**src/design/asc_params.svh**
```systemverilog
// Function
// RULE1: sample codes 0x6..0xA auto-shift sum by 2..6; with extra_shift 0x4 gives 12 bits.
// RULE2: n extra bits: accumulate 4^n samples, shift n total (auto plus extra_shift).
// RULE3: software picks 13/14/15/16 bits as 0x2/0x1, 0x4/0x2, 0x6/0x1, 0x8/0x0.
// RULE4: one start converts every positive input whose scan_input_mask bit is set.
// RULE5: scan converts selected inputs lowest multiplexer index first.
// RULE6: differential mode uses neg_input_sel for every conversion of the scan.
// RULE7: scan_active sets when a scan starts, clears when it completes.
// RULE8: each finished conversion records scan_last_input, stores result, sets conv_done_flag.
// RULE9: next listed input starts automatically without another start request.
// RULE10: empty scan_input_mask means one conversion on pos_input_sel.
// RULE11: any enabled event acts; flush beats start when both arrive together.
// RULE12: sleep settings matter only when enabled; disabled stays disabled.
// RULE13: enabled, both clear: run in all sleep modes except standby.
// RULE14: enabled, on-request only: run on request in all sleep modes except standby.
// RULE15: keep_running_sleep set: run in standby too, continuous or on request.
// RULE16: on request: power core down after conversion, wait start-up before next.
// RULE17: scan_status holds scan_active at bit 7, scan_last_input at bits 4:0.
// RULE18: accumulator at least 22 bits so 1024 12-bit samples never overflow.
// RULE19: start during an active scan neither restarts nor corrupts it.
`ifndef ASC_PARAMS_SVH
`define ASC_PARAMS_SVH

// ==========================================================
// register byte offsets
`define ASC_OFS_MAIN_CONTROL 8'h00
`define ASC_OFS_AVERAGING_CFG 8'h04
`define ASC_OFS_INPUT_SEL 8'h08
`define ASC_OFS_SCAN_MASK 8'h0C
`define ASC_OFS_SCAN_STATUS 8'h10
`define ASC_OFS_TRIGGER 8'h14
`define ASC_OFS_RESULT 8'h18
`define ASC_OFS_IRQ_FLAGS 8'h1C
`define ASC_OFS_IRQ_MASK 8'h20
`define ASC_OFS_EVENT_CTRL 8'h24

// ==========================================================
// field positions
`define ASC_MC_ENABLE 0
`define ASC_MC_KEEP_RUN 1
`define ASC_MC_ON_REQ 2
`define ASC_MC_DIFF 3
`define ASC_ST_ACTIVE 7
`define ASC_TRG_FLUSH 0
`define ASC_TRG_START 1
`define ASC_EV_START 0
`define ASC_EV_FLUSH 1
`define ASC_IRQ_CONV_DONE 0
`define ASC_IRQ_SCAN_DONE 1

// ==========================================================
// codes, reset values and timing
`define ASC_CODE_MAX 4'hA
`define ASC_CODE_NOSHIFT 4'h4
`define ASC_RST_ZERO 32'h0000_0000
`define ASC_STARTUP_NS 2000
`define ASC_CLK_NS 100

`endif

```
**src/design/asc_pkg.sv**
```systemverilog
package asc_pkg;

  // ==========================================================
  // scan sequencer states
  typedef enum logic [1:0] {ASC_IDLE, ASC_WAKE, ASC_CONV} asc_state_t;

  // ==========================================================
  // analog core request and answer
  typedef struct packed {
    logic power_on;
    logic conv_req;
    logic diff;
    logic [4:0] pos;
    logic [4:0] neg;
  } asc_core_req_t;

  typedef struct packed {
    logic sample_valid;
    logic [11:0] sample;
  } asc_core_rsp_t;

  // ==========================================================
  // main control fields
  typedef struct packed {
    logic diff;
    logic on_req;
    logic keep_run;
    logic enable;
  } asc_ctrl_t;

endpackage

```
**src/design/asc_ctrl.sv**
```systemverilog
`timescale 1ns/10ps
`include "asc_params.svh"

module asc_ctrl
  import asc_pkg::*;
#(
  parameter int ACC_W = 22,
  parameter int RES_W = 16
)
(
  input wire logic mclk,
  input wire logic sys_rst,
  input wire logic [7:0] s_axi_awaddr,
  input wire logic s_axi_awvalid,
  output logic s_axi_awready,
  input wire logic [31:0] s_axi_wdata,
  input wire logic [3:0] s_axi_wstrb,
  input wire logic s_axi_wvalid,
  output logic s_axi_wready,
  output logic [1:0] s_axi_bresp,
  output logic s_axi_bvalid,
  input wire logic s_axi_bready,
  input wire logic [7:0] s_axi_araddr,
  input wire logic s_axi_arvalid,
  output logic s_axi_arready,
  output logic [31:0] s_axi_rdata,
  output logic [1:0] s_axi_rresp,
  output logic s_axi_rvalid,
  input wire logic s_axi_rready,
  input wire logic evt_start,
  input wire logic evt_flush,
  input wire logic sleep_active,
  input wire logic sleep_standby,
  input wire asc_core_rsp_t core_rsp,
  output asc_core_req_t core_req,
  output logic irq
);

  // ==========================================================
  // elaboration checks and derived counts
  localparam int STARTUP_CYC = (`ASC_STARTUP_NS + `ASC_CLK_NS - 1) / `ASC_CLK_NS;
  localparam int STUP_W = $clog2(STARTUP_CYC + 1);

  initial
  begin
    if (ACC_W < 22)
      $error("asc_ctrl: accumulator narrower than 22 bits overflows"); // [RULE18]
    if (RES_W < 16 || RES_W > 32)
      $error("asc_ctrl: result width must be 16 to 32");
  end

  // ==========================================================
  // helper functions
  // byte-lane merge honouring the write strobes
  function automatic logic [31:0] wmerge(input logic [31:0] old_v, input logic [31:0] new_v,
                                         input logic [3:0] strb);
    logic [31:0] r;
    r = old_v;
    for (int i = 0; i < 4; i++)
      if (strb[i])
        r[i*8 +: 8] = new_v[i*8 +: 8];
    return r;
  endfunction

  // lowest set bit of a mask; scans run upward from input 0
  function automatic logic [4:0] lowest(input logic [31:0] m);
    logic [4:0] r;
    r = 5'h00;
    for (int i = 31; i >= 0; i--)
      if (m[i])
        r = 5'(i);
    return r;
  endfunction

  // ==========================================================
  // register state
  asc_ctrl_t ctrl_ff;
  logic [6:0] avg_ff;
  logic [4:0] pos_sel_ff, neg_sel_ff, last_in_ff;
  logic [31:0] mask_ff;
  logic [1:0] ev_en_ff, irq_mask_ff, irq_flag_ff;
  logic [RES_W-1:0] result_ff;
  logic scan_active_ff;
  // sequencer state
  asc_state_t state_ff;
  logic pend_ff, diff_ff, pwr_ff, warm_ff;
  logic [31:0] rem_ff;
  logic [4:0] ch_ff, neg_ff;
  logic [ACC_W-1:0] acc_ff;
  logic [10:0] smp_cnt_ff;
  logic [STUP_W-1:0] stup_cnt_ff;
  // axi handshake state
  logic aw_hold_ff, w_hold_ff, bvalid_ff, rvalid_ff;
  logic [7:0] aw_addr_ff;
  logic [31:0] w_data_ff, rdata_ff;
  logic [3:0] w_strb_ff;
  logic [1:0] bresp_ff, rresp_ff;

  // ==========================================================
  // axi4-lite write path: address and data taken in either order
  assign s_axi_awready = !aw_hold_ff;
  assign s_axi_wready = !w_hold_ff;
  assign s_axi_bvalid = bvalid_ff;
  assign s_axi_bresp = bresp_ff;
  wire aw_take = s_axi_awvalid && s_axi_awready;
  wire w_take = s_axi_wvalid && s_axi_wready;
  wire wr_fire = aw_hold_ff && w_hold_ff && !bvalid_ff;

  wire wr_mc = wr_fire && aw_addr_ff == `ASC_OFS_MAIN_CONTROL;
  wire wr_avg = wr_fire && aw_addr_ff == `ASC_OFS_AVERAGING_CFG;
  wire wr_inp = wr_fire && aw_addr_ff == `ASC_OFS_INPUT_SEL;
  wire wr_msk = wr_fire && aw_addr_ff == `ASC_OFS_SCAN_MASK;
  wire wr_trg = wr_fire && aw_addr_ff == `ASC_OFS_TRIGGER;
  wire wr_ifl = wr_fire && aw_addr_ff == `ASC_OFS_IRQ_FLAGS;
  wire wr_imk = wr_fire && aw_addr_ff == `ASC_OFS_IRQ_MASK;
  wire wr_evc = wr_fire && aw_addr_ff == `ASC_OFS_EVENT_CTRL;
  // status and result are read only, so a write there is an error too
  wire wr_ok = wr_mc || wr_avg || wr_inp || wr_msk || wr_trg || wr_ifl || wr_imk || wr_evc;
  wire [31:0] wr_val = wmerge(`ASC_RST_ZERO, w_data_ff, w_strb_ff);

  always_ff @(posedge mclk)
  begin
    if (sys_rst)
    begin
      {aw_hold_ff, w_hold_ff, bvalid_ff, bresp_ff} <= '0;
      {aw_addr_ff, w_data_ff, w_strb_ff} <= '0;
    end
    else
    begin
      if (aw_take)
      begin
        aw_hold_ff <= 1'b1;
        aw_addr_ff <= {s_axi_awaddr[7:2], 2'b00};
      end
      if (w_take)
      begin
        w_hold_ff <= 1'b1;
        w_data_ff <= s_axi_wdata;
        w_strb_ff <= s_axi_wstrb;
      end
      if (wr_fire)
      begin
        aw_hold_ff <= 1'b0;
        w_hold_ff <= 1'b0;
        bvalid_ff <= 1'b1;
        bresp_ff <= wr_ok ? 2'h0 : 2'h2;  // slverr on unmapped
      end
      else if (s_axi_bready)
        bvalid_ff <= 1'b0;
    end
  end

  // ==========================================================
  // axi4-lite read path: one read at a time, answer one cycle later
  assign s_axi_arready = !rvalid_ff;
  assign s_axi_rvalid = rvalid_ff;
  assign s_axi_rdata = rdata_ff;
  assign s_axi_rresp = rresp_ff;
  wire [7:0] ra = {s_axi_araddr[7:2], 2'b00};
  wire [31:0] st_word = {24'h000000, scan_active_ff, 2'b00, last_in_ff}; // [RULE17]
  wire rd_hit = ra <= `ASC_OFS_EVENT_CTRL; // the map is one run of words from zero
  wire [31:0] rd_mux =
    ra == `ASC_OFS_MAIN_CONTROL ? {28'h0000000, ctrl_ff} :
    ra == `ASC_OFS_AVERAGING_CFG ? {25'h0000000, avg_ff} :
    ra == `ASC_OFS_INPUT_SEL ? {19'h00000, neg_sel_ff, 3'h0, pos_sel_ff} :
    ra == `ASC_OFS_SCAN_MASK ? mask_ff :
    ra == `ASC_OFS_SCAN_STATUS ? st_word :
    ra == `ASC_OFS_RESULT ? 32'(result_ff) :
    ra == `ASC_OFS_IRQ_FLAGS ? {30'h00000000, irq_flag_ff} :
    ra == `ASC_OFS_IRQ_MASK ? {30'h00000000, irq_mask_ff} :
    ra == `ASC_OFS_EVENT_CTRL ? {30'h00000000, ev_en_ff} : 32'h0000_0000;

  always_ff @(posedge mclk)
  begin
    if (sys_rst)
      {rvalid_ff, rdata_ff, rresp_ff} <= '0;
    else if (s_axi_arvalid && s_axi_arready)
    begin
      rvalid_ff <= 1'b1;
      rdata_ff <= rd_mux;
      rresp_ff <= rd_hit ? 2'h0 : 2'h2;
    end
    else if (s_axi_rready)
      rvalid_ff <= 1'b0;
  end

  // ==========================================================
  // configuration registers
  always_ff @(posedge mclk)
  begin
    if (sys_rst)
    begin
      ctrl_ff <= asc_ctrl_t'(4'h0);
      avg_ff <= 7'h00;
      pos_sel_ff <= 5'h00;
      neg_sel_ff <= 5'h00;
      mask_ff <= `ASC_RST_ZERO;
      ev_en_ff <= 2'h0;
      irq_mask_ff <= 2'h0;
    end
    else
    begin
      if (wr_mc && w_strb_ff[0])
        ctrl_ff <= asc_ctrl_t'(w_data_ff[3:0]);
      if (wr_avg && w_strb_ff[0])
        avg_ff <= w_data_ff[6:0];
      if (wr_inp && w_strb_ff[0])
        pos_sel_ff <= w_data_ff[4:0];
      if (wr_inp && w_strb_ff[1])
        neg_sel_ff <= w_data_ff[12:8];
      if (wr_msk)
        mask_ff <= wmerge(mask_ff, w_data_ff, w_strb_ff);
      if (wr_evc && w_strb_ff[0])
        ev_en_ff <= w_data_ff[1:0];
      if (wr_imk && w_strb_ff[0])
        irq_mask_ff <= w_data_ff[1:0];
    end
  end

  // ==========================================================
  // start and flush requests from software and events
  wire sw_start = wr_trg && wr_val[`ASC_TRG_START];
  wire sw_flush = wr_trg && wr_val[`ASC_TRG_FLUSH];
  wire any_flush = sw_flush || (evt_flush && ev_en_ff[`ASC_EV_FLUSH]); // [RULE11]
  wire any_start = sw_start || (evt_start && ev_en_ff[`ASC_EV_START]); // [RULE11]
  wire start_eff = any_start && !any_flush; // flush wins a tie [RULE11]

  // ==========================================================
  // sleep policy: settings only matter while enabled
  wire en = ctrl_ff.enable; // [RULE12]
  // standby stops the block unless keep_running_sleep is set
  wire run_ok = en && !(sleep_active && sleep_standby && !ctrl_ff.keep_run); // [RULE13] [RULE15]
  // on-request mode powers the core only while work is queued or running
  wire nxt_pwr = run_ok && (!ctrl_ff.on_req || pend_ff || state_ff != ASC_IDLE); // [RULE14] [RULE16]

  // ==========================================================
  // averaging arithmetic
  wire [3:0] code = avg_ff[3:0] > `ASC_CODE_MAX ? 4'h0 : avg_ff[3:0];
  wire [2:0] extra_shift = avg_ff[6:4];
  // auto shift only beyond 16 samples keeps the sum inside 16 bits [RULE1]
  wire [3:0] auto_shift = code > `ASC_CODE_NOSHIFT ? code - `ASC_CODE_NOSHIFT : 4'h0;
  wire [4:0] tot_shift = 5'(auto_shift) + 5'(extra_shift); // [RULE2]
  wire [10:0] n_last = 11'((12'h001 << code) - 12'h001);
  wire [ACC_W-1:0] acc_sum = acc_ff + ACC_W'(core_rsp.sample); // [RULE18]
  wire [ACC_W-1:0] acc_shr = acc_sum >> tot_shift; // [RULE1] [RULE2]
  wire conv_on = state_ff == ASC_CONV && run_ok && warm_ff;
  wire smp_take = conv_on && core_rsp.sample_valid;
  wire conv_end = smp_take && smp_cnt_ff == n_last;
  wire [31:0] rem_after = rem_ff & ~(32'h0000_0001 << ch_ff);
  wire scan_more = rem_after != 32'h0000_0000;
  wire take_job = state_ff == ASC_IDLE && pend_ff && run_ok && !any_flush;

  // ==========================================================
  // analog power and start-up delay
  always_ff @(posedge mclk)
  begin
    if (sys_rst)
      {pwr_ff, warm_ff, stup_cnt_ff} <= '0;
    else
    begin
      pwr_ff <= nxt_pwr;
      if (!nxt_pwr)
      begin
        warm_ff <= 1'b0;
        stup_cnt_ff <= '0;
      end
      else if (pwr_ff && !warm_ff)
      begin
        // conversions wait the full start-up after every power-on [RULE16]
        stup_cnt_ff <= stup_cnt_ff + 1'b1;
        warm_ff <= stup_cnt_ff == STUP_W'(STARTUP_CYC - 1);
      end
    end
  end

  // ==========================================================
  // scan sequencer
  always_ff @(posedge mclk)
  begin
    if (sys_rst)
    begin
      state_ff <= ASC_IDLE;
      pend_ff <= 1'b0;
      rem_ff <= `ASC_RST_ZERO;
      {ch_ff, neg_ff, diff_ff} <= '0;
      acc_ff <= '0;
      smp_cnt_ff <= 11'h000;
      scan_active_ff <= 1'b0;
    end
    else if (!en)
    begin
      state_ff <= ASC_IDLE;
      pend_ff <= 1'b0;
      scan_active_ff <= 1'b0;
    end
    else if (any_flush)
    begin
      // abort and lose work in flight; an interrupted job stays pending and restarts from its first input
      pend_ff <= pend_ff || state_ff != ASC_IDLE;
      state_ff <= ASC_IDLE;
      scan_active_ff <= 1'b0;
      acc_ff <= '0;
      smp_cnt_ff <= 11'h000;
    end
    else
    begin
      case (state_ff)
        ASC_IDLE:
        begin
          if (start_eff)
            pend_ff <= 1'b1;
          if (take_job)
          begin
            pend_ff <= 1'b0;
            rem_ff <= mask_ff; // [RULE4]
            ch_ff <= mask_ff != 32'h0 ? lowest(mask_ff) : pos_sel_ff; // [RULE5] [RULE10]
            scan_active_ff <= mask_ff != 32'h0; // [RULE7]
            neg_ff <= neg_sel_ff; // held for the whole scan [RULE6]
            diff_ff <= ctrl_ff.diff; // [RULE6]
            acc_ff <= '0;
            smp_cnt_ff <= 11'h000;
            state_ff <= ASC_WAKE;
          end
        end
        ASC_WAKE:
          // starts here are dropped, the running scan is untouched [RULE19]
          if (warm_ff)
            state_ff <= ASC_CONV;
        ASC_CONV:
        begin
          if (smp_take)
          begin
            acc_ff <= conv_end ? '0 : acc_sum;
            smp_cnt_ff <= conv_end ? 11'h000 : smp_cnt_ff + 11'h001;
          end
          if (conv_end)
          begin
            rem_ff <= rem_after;
            if (scan_more)
              ch_ff <= lowest(rem_after); // no new start needed [RULE9] [RULE5]
            else
            begin
              state_ff <= ASC_IDLE;
              scan_active_ff <= 1'b0; // [RULE7]
            end
          end
        end
        default:
          state_ff <= ASC_IDLE;
      endcase
    end
  end

  // ==========================================================
  // result, last input and interrupt flags
  wire [1:0] ev_set = {conv_end && !scan_more && !any_flush && en, conv_end && !any_flush && en};
  wire [1:0] ev_clr = wr_ifl && w_strb_ff[0] ? w_data_ff[1:0] : 2'h0;

  always_ff @(posedge mclk)
  begin
    if (sys_rst)
    begin
      result_ff <= '0;
      last_in_ff <= 5'h00;
      irq_flag_ff <= 2'h0;
    end
    else
    begin
      if (ev_set[`ASC_IRQ_CONV_DONE])
      begin
        result_ff <= RES_W'(acc_shr); // [RULE8]
        last_in_ff <= ch_ff; // [RULE8] [RULE17]
      end
      // a set in the same cycle as a write-one-clear wins
      irq_flag_ff <= (irq_flag_ff & ~ev_clr) | ev_set; // [RULE8]
    end
  end

  assign irq = |(irq_flag_ff & irq_mask_ff);

  // ==========================================================
  // analog core request
  always_ff @(posedge mclk)
  begin
    if (sys_rst)
      core_req <= '0;
    else
    begin
      core_req.power_on <= nxt_pwr;
      core_req.pos <= ch_ff;
      core_req.neg <= neg_ff; // [RULE6]
      core_req.diff <= diff_ff;
      core_req.conv_req <= conv_on && !conv_end && !any_flush;
    end
  end

endmodule // asc_ctrl

```
**config.mk**
```make
export PLATFORM = sky130hd
export DESIGN_NAME = asc_ctrl
export DESIGN_NICKNAME = d
export VERILOG_FILES = /design/src/design/asc_pkg.sv /design/src/design/asc_ctrl.sv
export VERILOG_INCLUDE_DIRS = /design/src /design/src/design
export SDC_FILE = /design/constraint.sdc
export NUM_CORES = 1
export LEC_CHECK = 0
export ABC_CLOCK_PERIOD_IN_PS = 5800
export BUFFER_PORTS_ARGS = -buffer_cell sky130_fd_sc_hd__buf_2
export CAP_MARGIN = 15
export CORE_MARGIN = 1
export CORE_UTILIZATION = 45
export DETAILED_ROUTE_END_ITERATION = 10
export GPL_ROUTABILITY_DRIVEN = 0
export GPL_TIMING_DRIVEN = 0
export PLACE_DENSITY_LB_ADDON = 0.2
export REMOVE_ABC_BUFFERS = 1
export SKIP_LAST_GASP = 1
export SLEW_MARGIN = 10
export SYNTH_ARGS = -nofsm -noshare
export SYNTH_HDL_FRONTEND = slang
export SYNTH_SLANG_ARGS = --single-unit
```
**constraint.sdc**
```tcl
create_clock -name mclk -period 5.8 [get_ports mclk]
set_clock_uncertainty 0.1 [all_clocks]
set_input_delay 0.29 -clock mclk [delete_from_list [all_inputs] [get_ports mclk]]
set_output_delay 0.29 -clock mclk [all_outputs]
set_load 0.01 [all_outputs]
```
==> out/results.ini, run 1 <==
[outcome]
outcome = finished, final reports clean

[drt]
drtIter0Drc = 1401
drt-total-wl_um = 45400
drcViolationCount = 0
vias_per_cell = 6.05
antenna_left = 0
wl_per_cell_um = 18.7
dr.pass1.iters = 7
num_vias = 14692

[critical_path]
cp.arrival_ps = 5610
worstReg2RegStart = avg_ff[0]$_SDFFE_PP0P_
cpMostUsedCell = mux2i_1
cp_top_family = simple AND/OR/NAND/NOR gates
cp_slowest_stage_delay_ps = 700
r2r_setup_slack_ps = 500
critPathKind = reg2reg
crit_buf_inv = 1
cp-end-kind = flop
critPathLaunch = avg_ff[0]$_SDFFE_PP0P_
cp-start-kind = flop
path_cells = inv_1, or4_1, ha_1, xor2_1, mux2i_1, o32a_1, a2111oi_0, or4b_4, a21boi_4, and2_4, mux2i_1, nor2_1
path_max_fanout = 25
critPathSlowestCell = dfxtp_1
required_ps = 6110

[place]
dp_hpwl_um = 31900
dpl.cell_count = 2324
dp_slack_ps = -29.3
port_buffers = 124

[sta]
timing.fmax_ghz = 0.189
hold_viol = 0
final-setup-viol-count = 0
finalSetupTns_ps = 0
final-max-slew-violation-count = 0
rsz0062_at_grt = false
post-route-period-util_pct = 91.5
period_needed_ps = 5300
worst_slew_pin_slew_ps = 1110
fin_ws_ps = 495
relSlewSlack_pct = 25.9

[clock_tree]
clkTransAtPathRegs_ps = 60
cts-root-buf = clkbuf_16
numClockSinks = 259
cts_tree = yes
clock_latency_ps = 560
post_cts_buffers = 0
ctsLongestPathBuffers = 3
cts_buffers = 30
htreeDepth = 1

[floorplanning]
die_width_um = 182
io_pins = 131
start_util_pct = 45.9
fp.dieArea_mm2 = 0.0331
die_h_um = 182
num_rows = 65
core_mm2 = 0.0317

[final_layout]
final_cell_count_no_fill = 2430
drive_gt1_share_pct = 11.8
nFillCells = 3050
antenna_cells = 0
syn2layout_area_growth_pct = 15.9
layout.nets = 2100

[synth]
avgSynthCellArea_um2 = 7.56
ys_seq_elements = 259
syn_area_mm2 = 0.0146
syn_inst = 1927
synth_warnings = 0
synth-simple-area-share_pct = 26.1
seq_area_frac_synth_pct = 35.6
synth_enable_flop_cells = 0
synthAdderAreaFrac_pct = 1.82
synth_xor_area_share_pct = 1.80
synth_flop_cell = dfxtp_1
synth_compound_area_share_pct = 24.7
synth_top_family_by_area = simple AND/OR/NAND/NOR gates
synthArstFlopShare_pct = 0
synth_mux_area_share_pct = 4.84
ys_types = 87

[power_and_ir_drop]
leakage_nw = 6.21
finalPower_mw = 4.01
p_per_area_mw_per_mm2 = 238
ir_drop_uv = 230

[global_routing]
grt_max_degree = 114
grt-ovfl-total = 0
use_met3_pct = 4.81
antenna_found_initial = 2
met2_usage_pct = 40.7
gr-usage-met1_pct = 38.4
top_usage_layer = met2
grt_pass1_vias = 13273
track_usage_pct = 26.8
grt_pass1_wl_um = 71900

[hold_path]
min-delay-start = core_rsp[0]
hold_path_class = in2reg

[flow_run]
maxCapViolations = 0

[report_power, final]
group          internal [mW]  switching [mW]  leakage [nW]
clock network           1.16           0.781         0.492
registers               1.81          0.0277          2.10
logic                 0.0971           0.144          3.62
[repair_timing]
item                       4_1_cts  5_1_grt
gates resized for setup          1        1
hold buffers                    48        0
hold endpoints to repair        47        0
setup endpoints to repair        8        9
[cells in the mapped netlist, types with 7 or more instances]
library cell,instances,area (um2)
and2_1,15,93.8
buf_2,11,55.1
dfxtp_1,259,5180
nand3b_1,11,82.6
a22oi_1,36,270
inv_1,39,146
a221oi_1,10,87.6
nor2_1,203,762
a32oi_1,9,78.8
nor4_1,20,125
o22ai_1,11,68.8
a22o_1,10,87.6
o2111ai_1,7,61.3
buf_4,7,52.6
ha_1,18,225
o211ai_1,10,75.1
nand2b_1,32,200
nand4_1,15,93.8
xor2_1,11,96.3
a211oi_1,33,248
a311oi_1,12,105
or3_1,10,62.6
o21ai_0,70,350
clkbuf_1,108,405
nor2b_1,34,213
nand3_1,83,415
a31oi_1,32,200
xnor2_1,19,166
and3_1,15,93.8
o21a_1,15,113
a21oi_1,203,1020
buf_1,12,45.0
o31ai_1,11,82.6
mux2i_1,48,480
nor3_1,41,205
mux2_2,14,158
nand2_1,300,1130
[layer usage]
layer  routed length (um)  vias to the layer above
met2                19500                      566
met1                20800                     6929
li1                     -                     7105
met4                 1330                        2
met5                   13                        -
met3                 3810                       90
[state kept, by name, indices dropped and copies added, names as in the netlist, 4 cells and up]
name         cells
smp_cnt_ff      11
aw_addr_ff       6
acc_ff          22
result_ff       16
mask_ff         32
rem_ff          32
last_in_ff       5
avg_ff           7
ch_ff            5
neg_ff           5
core_req        13
pos_sel_ff       5
stup_cnt_ff      5
w_strb_ff        4
w_data_ff       32
s_axi_rdata     32
neg_sel_ff       5
[tightest hold or removal path: stages]
cell and delay (ps):
buf_2 80, ha_1 140, a22oi_1 80, nor2_1 80
[cells by family (layout without fill, tap and decap cells)]
group	count (synthesis)	in the layout
and+or+nand+nor	817	817
AOI/OAI and AO/OA	553	553
DFF	259	259
buffers and inverters	182	282
muxes	65	65
xor gates and xnor gates	30	30
adders and majority gates	20	20
other	1	2
[worst paths after layout]
check / end / depth (start not counted)
setup / recovery: neg_ff[0]$_SDFFE_PP0P_ / 12
hold / removal: acc_ff[0]$_SDFFE_PP0P_ / 4
setup reg to reg: neg_ff[0]$_SDFFE_PP0P_ / 12
hold reg to reg: s_axi_rdata[20]$_SDFFE_PP0P_ / 2
[layout by cell type (no fill, tap or decap), types with 15 or more instances in the layout]
| cell | count |
|---|---|
| a21oi_1 | 203 |
| o21a_1 | 15 |
| dfxtp_1 | 259 |
| nand4_1 | 15 |
| xnor2_1 | 18 |
| nor2b_1 | 31 |
| a31oi_1 | 32 |
| mux2i_1 | 48 |
| nor2_1 | 203 |
| inv_1 | 39 |
| a211oi_1 | 33 |
| dlygate4sd3_1 | 48 |
| ha_1 | 17 |
| o21ai_0 | 70 |
| and3_1 | 15 |
| a22oi_1 | 36 |
| nor3_1 | 40 |
| clkbuf_16 | 31 |
| nor4_1 | 19 |
| nand2_1 | 300 |
| nand3_1 | 83 |
| nand2b_1 | 32 |
| buf_2 | 123 |
[layout make-up]
cell class / count / area, um2 / share of cell area (%)
Clock inverter: 13 / 135 / 0.800
Sequential cell: 259 / 5180 / 30.7
Clock buffer: 43 / 891 / 5.28
Tap cell: 402 / 503 / 2.98
Inverter: 40 / 150 / 0.889
Multi-Input combinational cell: 1487 / 8700 / 51.5
Timing Repair Buffer: 186 / 1320 / 7.83
[per-stage QoR]
step           instance area, um2  utilization [%]  hold WS, ps
4_1_cts                     16900             53.2         13.1
2_1_floorplan               14000                -          257
6_report                    16900             53.2         45.7
5_1_grt                     16900             53.2         57.9
3_3_place_gp                15100             47.6          339
3_5_place_dp                15400             48.4          344
No activity file was read; power rests on OpenSTA's default activity.
==> run 2, diff against run 1 <==
--- a/config.mk
+++ b/config.mk
@@ -6,6 +6,7 @@
 export SDC_FILE = /design/constraint.sdc
 export NUM_CORES = 1
 export LEC_CHECK = 0
+export ABC_AREA = 1
 export ABC_CLOCK_PERIOD_IN_PS = 5800
 export BUFFER_PORTS_ARGS = -buffer_cell sky130_fd_sc_hd__buf_2
 export CAP_MARGIN = 15
==> out/results.ini, run 2 <==
[outcome]
outcome = finished, final reports clean

[critical_path]
endpoint = result_ff[9]$_SDFFE_PP0P_
required_ps = 6150
cp-end-kind = flop
reg2reg_depth = 18
r2r_setup_slack_ps = 1440
cp-start-kind = flop
cp_slowest_stage_delay_ps = 870
path_max_fanout = 26
critPathSlowestCell = fa_1
worstReg2RegStart = avg_ff[1]$_SDFFE_PP0P_
critPathKind = reg2reg
cp.arrival_ps = 4710
critPathLaunch = avg_ff[1]$_SDFFE_PP0P_
path_cells = inv_2, o21ai_2, nand2_1, inv_2, nor2_1, nor2_1, inv_2, nor2_2, nor2_1, nand2_1, inv_1, ha_1, fa_1, clkinv_1, o21ai_0, o21ai_0, o22ai_1, a21oi_1
timing.rr.end = result_ff[9]$_SDFFE_PP0P_

[final_layout]
final_common_cell = nand2_1
syn2layout_area_growth_pct = 18.8
final_cell_mix = nand2_1, dfxtp_1, a21oi_1
final_cell_count_no_fill = 2431
drive_gt1_share_pct = 11.4
fin_area_mm2 = 0.0155
layout.nets = 2126

[clock_tree]
cts_tree = yes
numClockSinks = 259
clkTransAtPathRegs_ps = 60
ctsLongestPathBuffers = 3
htreeDepth = 1
holdBufCountCts = 46
clock_latency_ps = 580
cts_resized = 0
post_cts_buffers = 0
cts_buffers = 30
cts-root-buf = clkbuf_16

[synth]
synth_mux_area_share_pct = 0
synthArstFlopShare_pct = 0
synth_common_cells = nand2_1, dfxtp_1, a21oi_1
ys_types = 56
synthAdderAreaFrac_pct = 2.04
synth_top_family_by_area = simple AND/OR/NAND/NOR gates
synth_compound_area_share_pct = 24.0
synth-simple-area-share_pct = 24.1
synth.area.top_cells = dfxtp_1, nand2_1, a21oi_1, o21ai_0, nor2_1
synth_enable_flop_cells = 0
syn_area_mm2 = 0.0130
ys_seq_elements = 259
synth_flop_cell = dfxtp_1
synth_xor_area_share_pct = 2.02
synthMostInstantiatedCell = nand2_1
seq_area_frac_synth_pct = 39.8
avgSynthCellArea_um2 = 6.82
synth_warnings = 0
syn_inst = 1908
yosysTopAreaCellShare_pct = 39.8
yosys.area.top_type = dfxtp_1

[drt]
drt-total-wl_um = 37700
dr.pass1.iters = 8
drcViolationCount = 0
antenna_left = 0
drtIter0Drc = 1120
vias_per_cell = 5.41
wl_per_cell_um = 15.5
num_vias = 13146

[hold_path]
min-delay-start = sleep_standby
hold_path_class = in2reg

[global_routing]
grt_max_degree = 99
use_met3_pct = 3.43
top_usage_layer = met2
met2_usage_pct = 39.9
grt-ovfl-total = 0
grt_pass1_vias = 11781
antenna_found_initial = 2
gr-usage-met1_pct = 35.6
grt_pass1_wl_um = 59500
track_usage_pct = 25.1

[power_and_ir_drop]
leakage_nw = 6.39
p_per_area_mw_per_mm2 = 260
finalPower_mw = 4.03
ir_drop_uv = 198

[sta]
final-max-slew-violation-count = 0
hold_viol = 0
rsz0062_at_grt = false
whs_ps = 29.7
period_needed_ps = 4360
timing.fmax_ghz = 0.229
worst_slew_pin_slew_ps = 1090
relSlewSlack_pct = 26.8
post-route-period-util_pct = 75.1
final-setup-viol-count = 0

[place]
port_buffers = 124
place_area_mm2 = 0.0139
dp_hpwl_um = 26500
dpl.cell_count = 2328

[floorplanning]
fp.dieArea_mm2 = 0.0296
start_util_pct = 46.3
die_width_um = 172
die_h_um = 172
core_mm2 = 0.0281
num_rows = 61
io_pins = 131

[flow_run]
maxCapViolations = 0

[run 2: worst max-delay path, delay by kind of cell, from the launching register on]
| family | cells | cell delay [ps] |
|---|---|---|
| DFF | 1 | 390 |
| and+or+nand+nor | 6 | 500 |
| adders and majority gates | 2 | 1080 |
| AOI/OAI and AO/OA | 5 | 1220 |
| buffers and inverters | 5 | 950 |
[run 2: kinds of logic (layout without fill, tap and decap cells)]
kind of cell    Yosys count  after routing
compound gates          577            577
fa+ha+maj                20             20
xor+xnor                 30             30
buf+inv                 271            413
flops                   259            259
other cells               1              4
simple gates            750            750
[run 2: worst min-delay path by stage]
stage / end / cells past startpoint
after floorplan: acc_ff[0]$_SDFFE_PP0P_ / 1
after detailed placement: core_req[0]$_SDFF_PP0_ / 2
after CTS: core_req[12]$_SDFF_PP0_ / 4
final: core_req[12]$_SDFF_PP0_ / 4
after global routing: acc_ff[0]$_SDFFE_PP0P_ / 4
after global placement: core_req[3]$_SDFF_PP0_ / 2
[run 2: area by class of cell]
type | instances | area (um2)
fill | 2788 | 12600
timing repair buffer | 180 | 1270
inverter | 180 | 681
clock buffer | 38 | 821
multi-input combinational | 1379 | 6810
clock inverter | 15 | 214
tap | 378 | 473
antenna | 2 | 5.00
sequential | 259 | 5180
[run 2: power by group]
group          switching, mW  internal [mW]  leakage, nW
registers             0.0265           1.81         2.10
clock network          0.786           1.18        0.508
logic                  0.136         0.0890         3.79
total                  0.948           3.08         6.39
[run 2: layer usage]
layer  up-vias  part of all wire (%)
li1       6647                     -
met1      6022                    47
met2       438                    45
met3        39                   6.9
met4         0                   1.3
met5         -                     0
[run 2: stage by stage]
step | TNS, ps | worst slack, ps | utilization, %
after floorplan | 0 | 1550 | -
after global placement | -205 | -154 | 48.9
after detailed placement | 0 | 1470 | 49.6
after CTS | 0 | 1460 | 54.9
after global routing | 0 | 1100 | 55.0
final | 0 | 1440 | 55.0
==> run 3, diff against run 2 <==
--- a/config.mk
+++ b/config.mk
@@ -6,8 +6,8 @@
 export SDC_FILE = /design/constraint.sdc
 export NUM_CORES = 1
 export LEC_CHECK = 0
-export ABC_AREA = 1
-export ABC_CLOCK_PERIOD_IN_PS = 5800
+export ABC_AREA = 0
+export ABC_CLOCK_PERIOD_IN_PS = 4570
 export BUFFER_PORTS_ARGS = -buffer_cell sky130_fd_sc_hd__buf_2
 export CAP_MARGIN = 15
 export CORE_MARGIN = 1
==> constraint.sdc (replaced) <==
create_clock -name mclk -period 4.57 [get_ports mclk]
set_clock_uncertainty 0.1 [all_clocks]
set_input_delay 0.2285 -clock mclk [delete_from_list [all_inputs] [get_ports mclk]]
set_output_delay 0.2285 -clock mclk [all_outputs]
set_load 0.01 [all_outputs]
==> out/results.ini, run 3 (synthesis gave the netlist of run 1 again) <==
[floorplanning]
core_mm2 = 0.0317
num_rows = 65
die_width_um = 182
fp.dieArea_mm2 = 0.0331
io_pins = 131
die_h_um = 182
start_util_pct = 45.9

[sta]
post-route-period-util_pct = 95.6
rsz0062_at_grt = true
relSlewSlack_pct = 25.4
hold_viol = 0
final-setup-viol-count = 0
worst_slew_pin_slew_ps = 1120
final-max-slew-violation-count = 0
timing.fmax_ghz = 0.229
finalSetupTns_ps = 0
period_needed_ps = 4370

[drt]
drtIter0Drc = 1475
antenna_left = 0
vias_per_cell = 6.08
wl_per_cell_um = 18.9
drcViolationCount = 0
num_vias = 14853
drt-total-wl_um = 46000
dr.pass1.iters = 6

[power_and_ir_drop]
p_per_area_mw_per_mm2 = 299
ir_drop_uv = 292
finalPower_mw = 5.09
leakage_nw = 6.25

[global_routing]
use_met3_pct = 4.81
track_usage_pct = 27.1
grt_max_degree = 114
met2_usage_pct = 41.0
grt-ovfl-total = 0
grt_pass1_wl_um = 72600
top_usage_layer = met2
grt_pass1_vias = 13364
gr-usage-met1_pct = 38.7
antenna_found_initial = 3

[final_layout]
fin_area_mm2 = 0.0170
final_cell_count_no_fill = 2441
syn2layout_area_growth_pct = 16.8
drive_gt1_share_pct = 12.7
nFillCells = 3037
final_common_cell = nand2_1
final_cell_mix = nand2_1, dfxtp_1, a21oi_1
layout.nets = 2110

[critical_path]
required_ps = 4880
cp-end-kind = flop
critPathSlowestCell = or4b_4
critPathKind = reg2reg
cpMostUsedCell = buf_4
path_max_fanout = 26
cp.arrival_ps = 4680
reg2reg_depth = 15
cp-start-kind = flop
cp_slowest_stage_delay_ps = 590
path_cells = inv_1, or4_1, ha_2, xor2_2, mux2i_1, o32a_1, a2111oi_1, or4b_4, buf_4, a21boi_4, buf_4, buf_16, a21bo_2, a22oi_1, nor2_1

[place]
place_area_mm2 = 0.0154
dp_hpwl_um = 31900
port_buffers = 124
dpl.cell_count = 2324

[flow_run]
maxCapViolations = 0

[clock_tree]
cts_buffers = 30
cts-root-buf = clkbuf_16
clkTransAtPathRegs_ps = 60
clock_latency_ps = 560
ctsLongestPathBuffers = 3
cts_tree = yes
htreeDepth = 1
numClockSinks = 259

[outcome]
outcome = finished, final reports clean

[hold_path]
hold_path_class = in2reg
hold_depth = 2

==> run 3: per-layer routing <==
layer / up-vias / wire length [um]
met2: 628 / 19800
met4: 2 / 1410
met1: 7014 / 21100
li1: 7114 / -
met5: - / 13
met3: 95 / 3780
==> run 3: worst max-delay path, delay by kind of cell, from the launching register on <==
| kind | cells | cell delay [ps] |
|---|---|---|
| and+or+nand+nor | 3 | 1190 |
| adders and majority gates | 1 | 300 |
| AOI/OAI and AO/OA | 5 | 1180 |
| buffers and inverters | 4 | 640 |
| DFF | 1 | 450 |
| xor gates and xnor gates | 1 | 190 |
| muxes | 1 | 140 |
==> run 3: metrics by stage <==
stage / hold WS (ps) / setup slack [ps] / utilization (%)
final: 22.6 / 200 / 53.6
after detailed placement: 318 / -1260 / 48.4
after CTS: 37.8 / 33.6 / 53.5
after global placement: 312 / -2270 / 47.6
after global routing: 75.9 / -12.7 / 53.6
after floorplan: 195 / -630 / -
==> run 3: what timing repair did <==
| action | in CTS | in global routing |
|---|---|---|
| resized for setup | 13 | 6 |
| setup endpoints to repair | 97 | 13 |
| hold buffers | 51 | 0 |
| pin swaps | 1 | 1 |
| endpoints found under the hold margin | 48 | 0 |
| buffers inserted | 3 | 3 |
| cloned | 2 | 0 |
==> run 3: power breakdown <==
| part | switching [mW] | total (mW) | internal, mW |
|---|---|---|---|
| clock network | 0.988 | 2.46 | 1.47 |
| registers | 0.0349 | 2.33 | 2.29 |
| logic | 0.184 | 0.310 | 0.125 |
| total | 1.21 | 5.09 | 3.88 |
==> run 3: path summary, 6_finish.rpt <==
check	from	endpoint	slack [ps]
hold reg to reg	s_axi_rdata[20]$_SDFFE_PP0P_	s_axi_rdata[20]$_SDFFE_PP0P_	350
setup / recovery	avg_ff[0]$_SDFFE_PP0P_	rem_ff[18]$_SDFFE_PP0P_	200
setup reg to reg	avg_ff[0]$_SDFFE_PP0P_	rem_ff[18]$_SDFFE_PP0P_	200
hold / removal	sys_rst	w_strb_ff[2]$_SDFFE_PP0P_	20
==> run 3: cell type report <==
cell class | count | area (um2) | area share, %
multi-input combinational | 1488 | 8740 | 51.4
sequential | 259 | 5190 | 30.5
timing repair buffer | 194 | 1390 | 8.17
clock buffer | 43 | 891 | 5.24
tap | 402 | 503 | 2.96
inverter | 40 | 155 | 0.912
clock inverter | 13 | 135 | 0.794
timing repair inverter | 1 | 5.00 | 0.0294
antenna | 1 | 2.50 | 0.0147
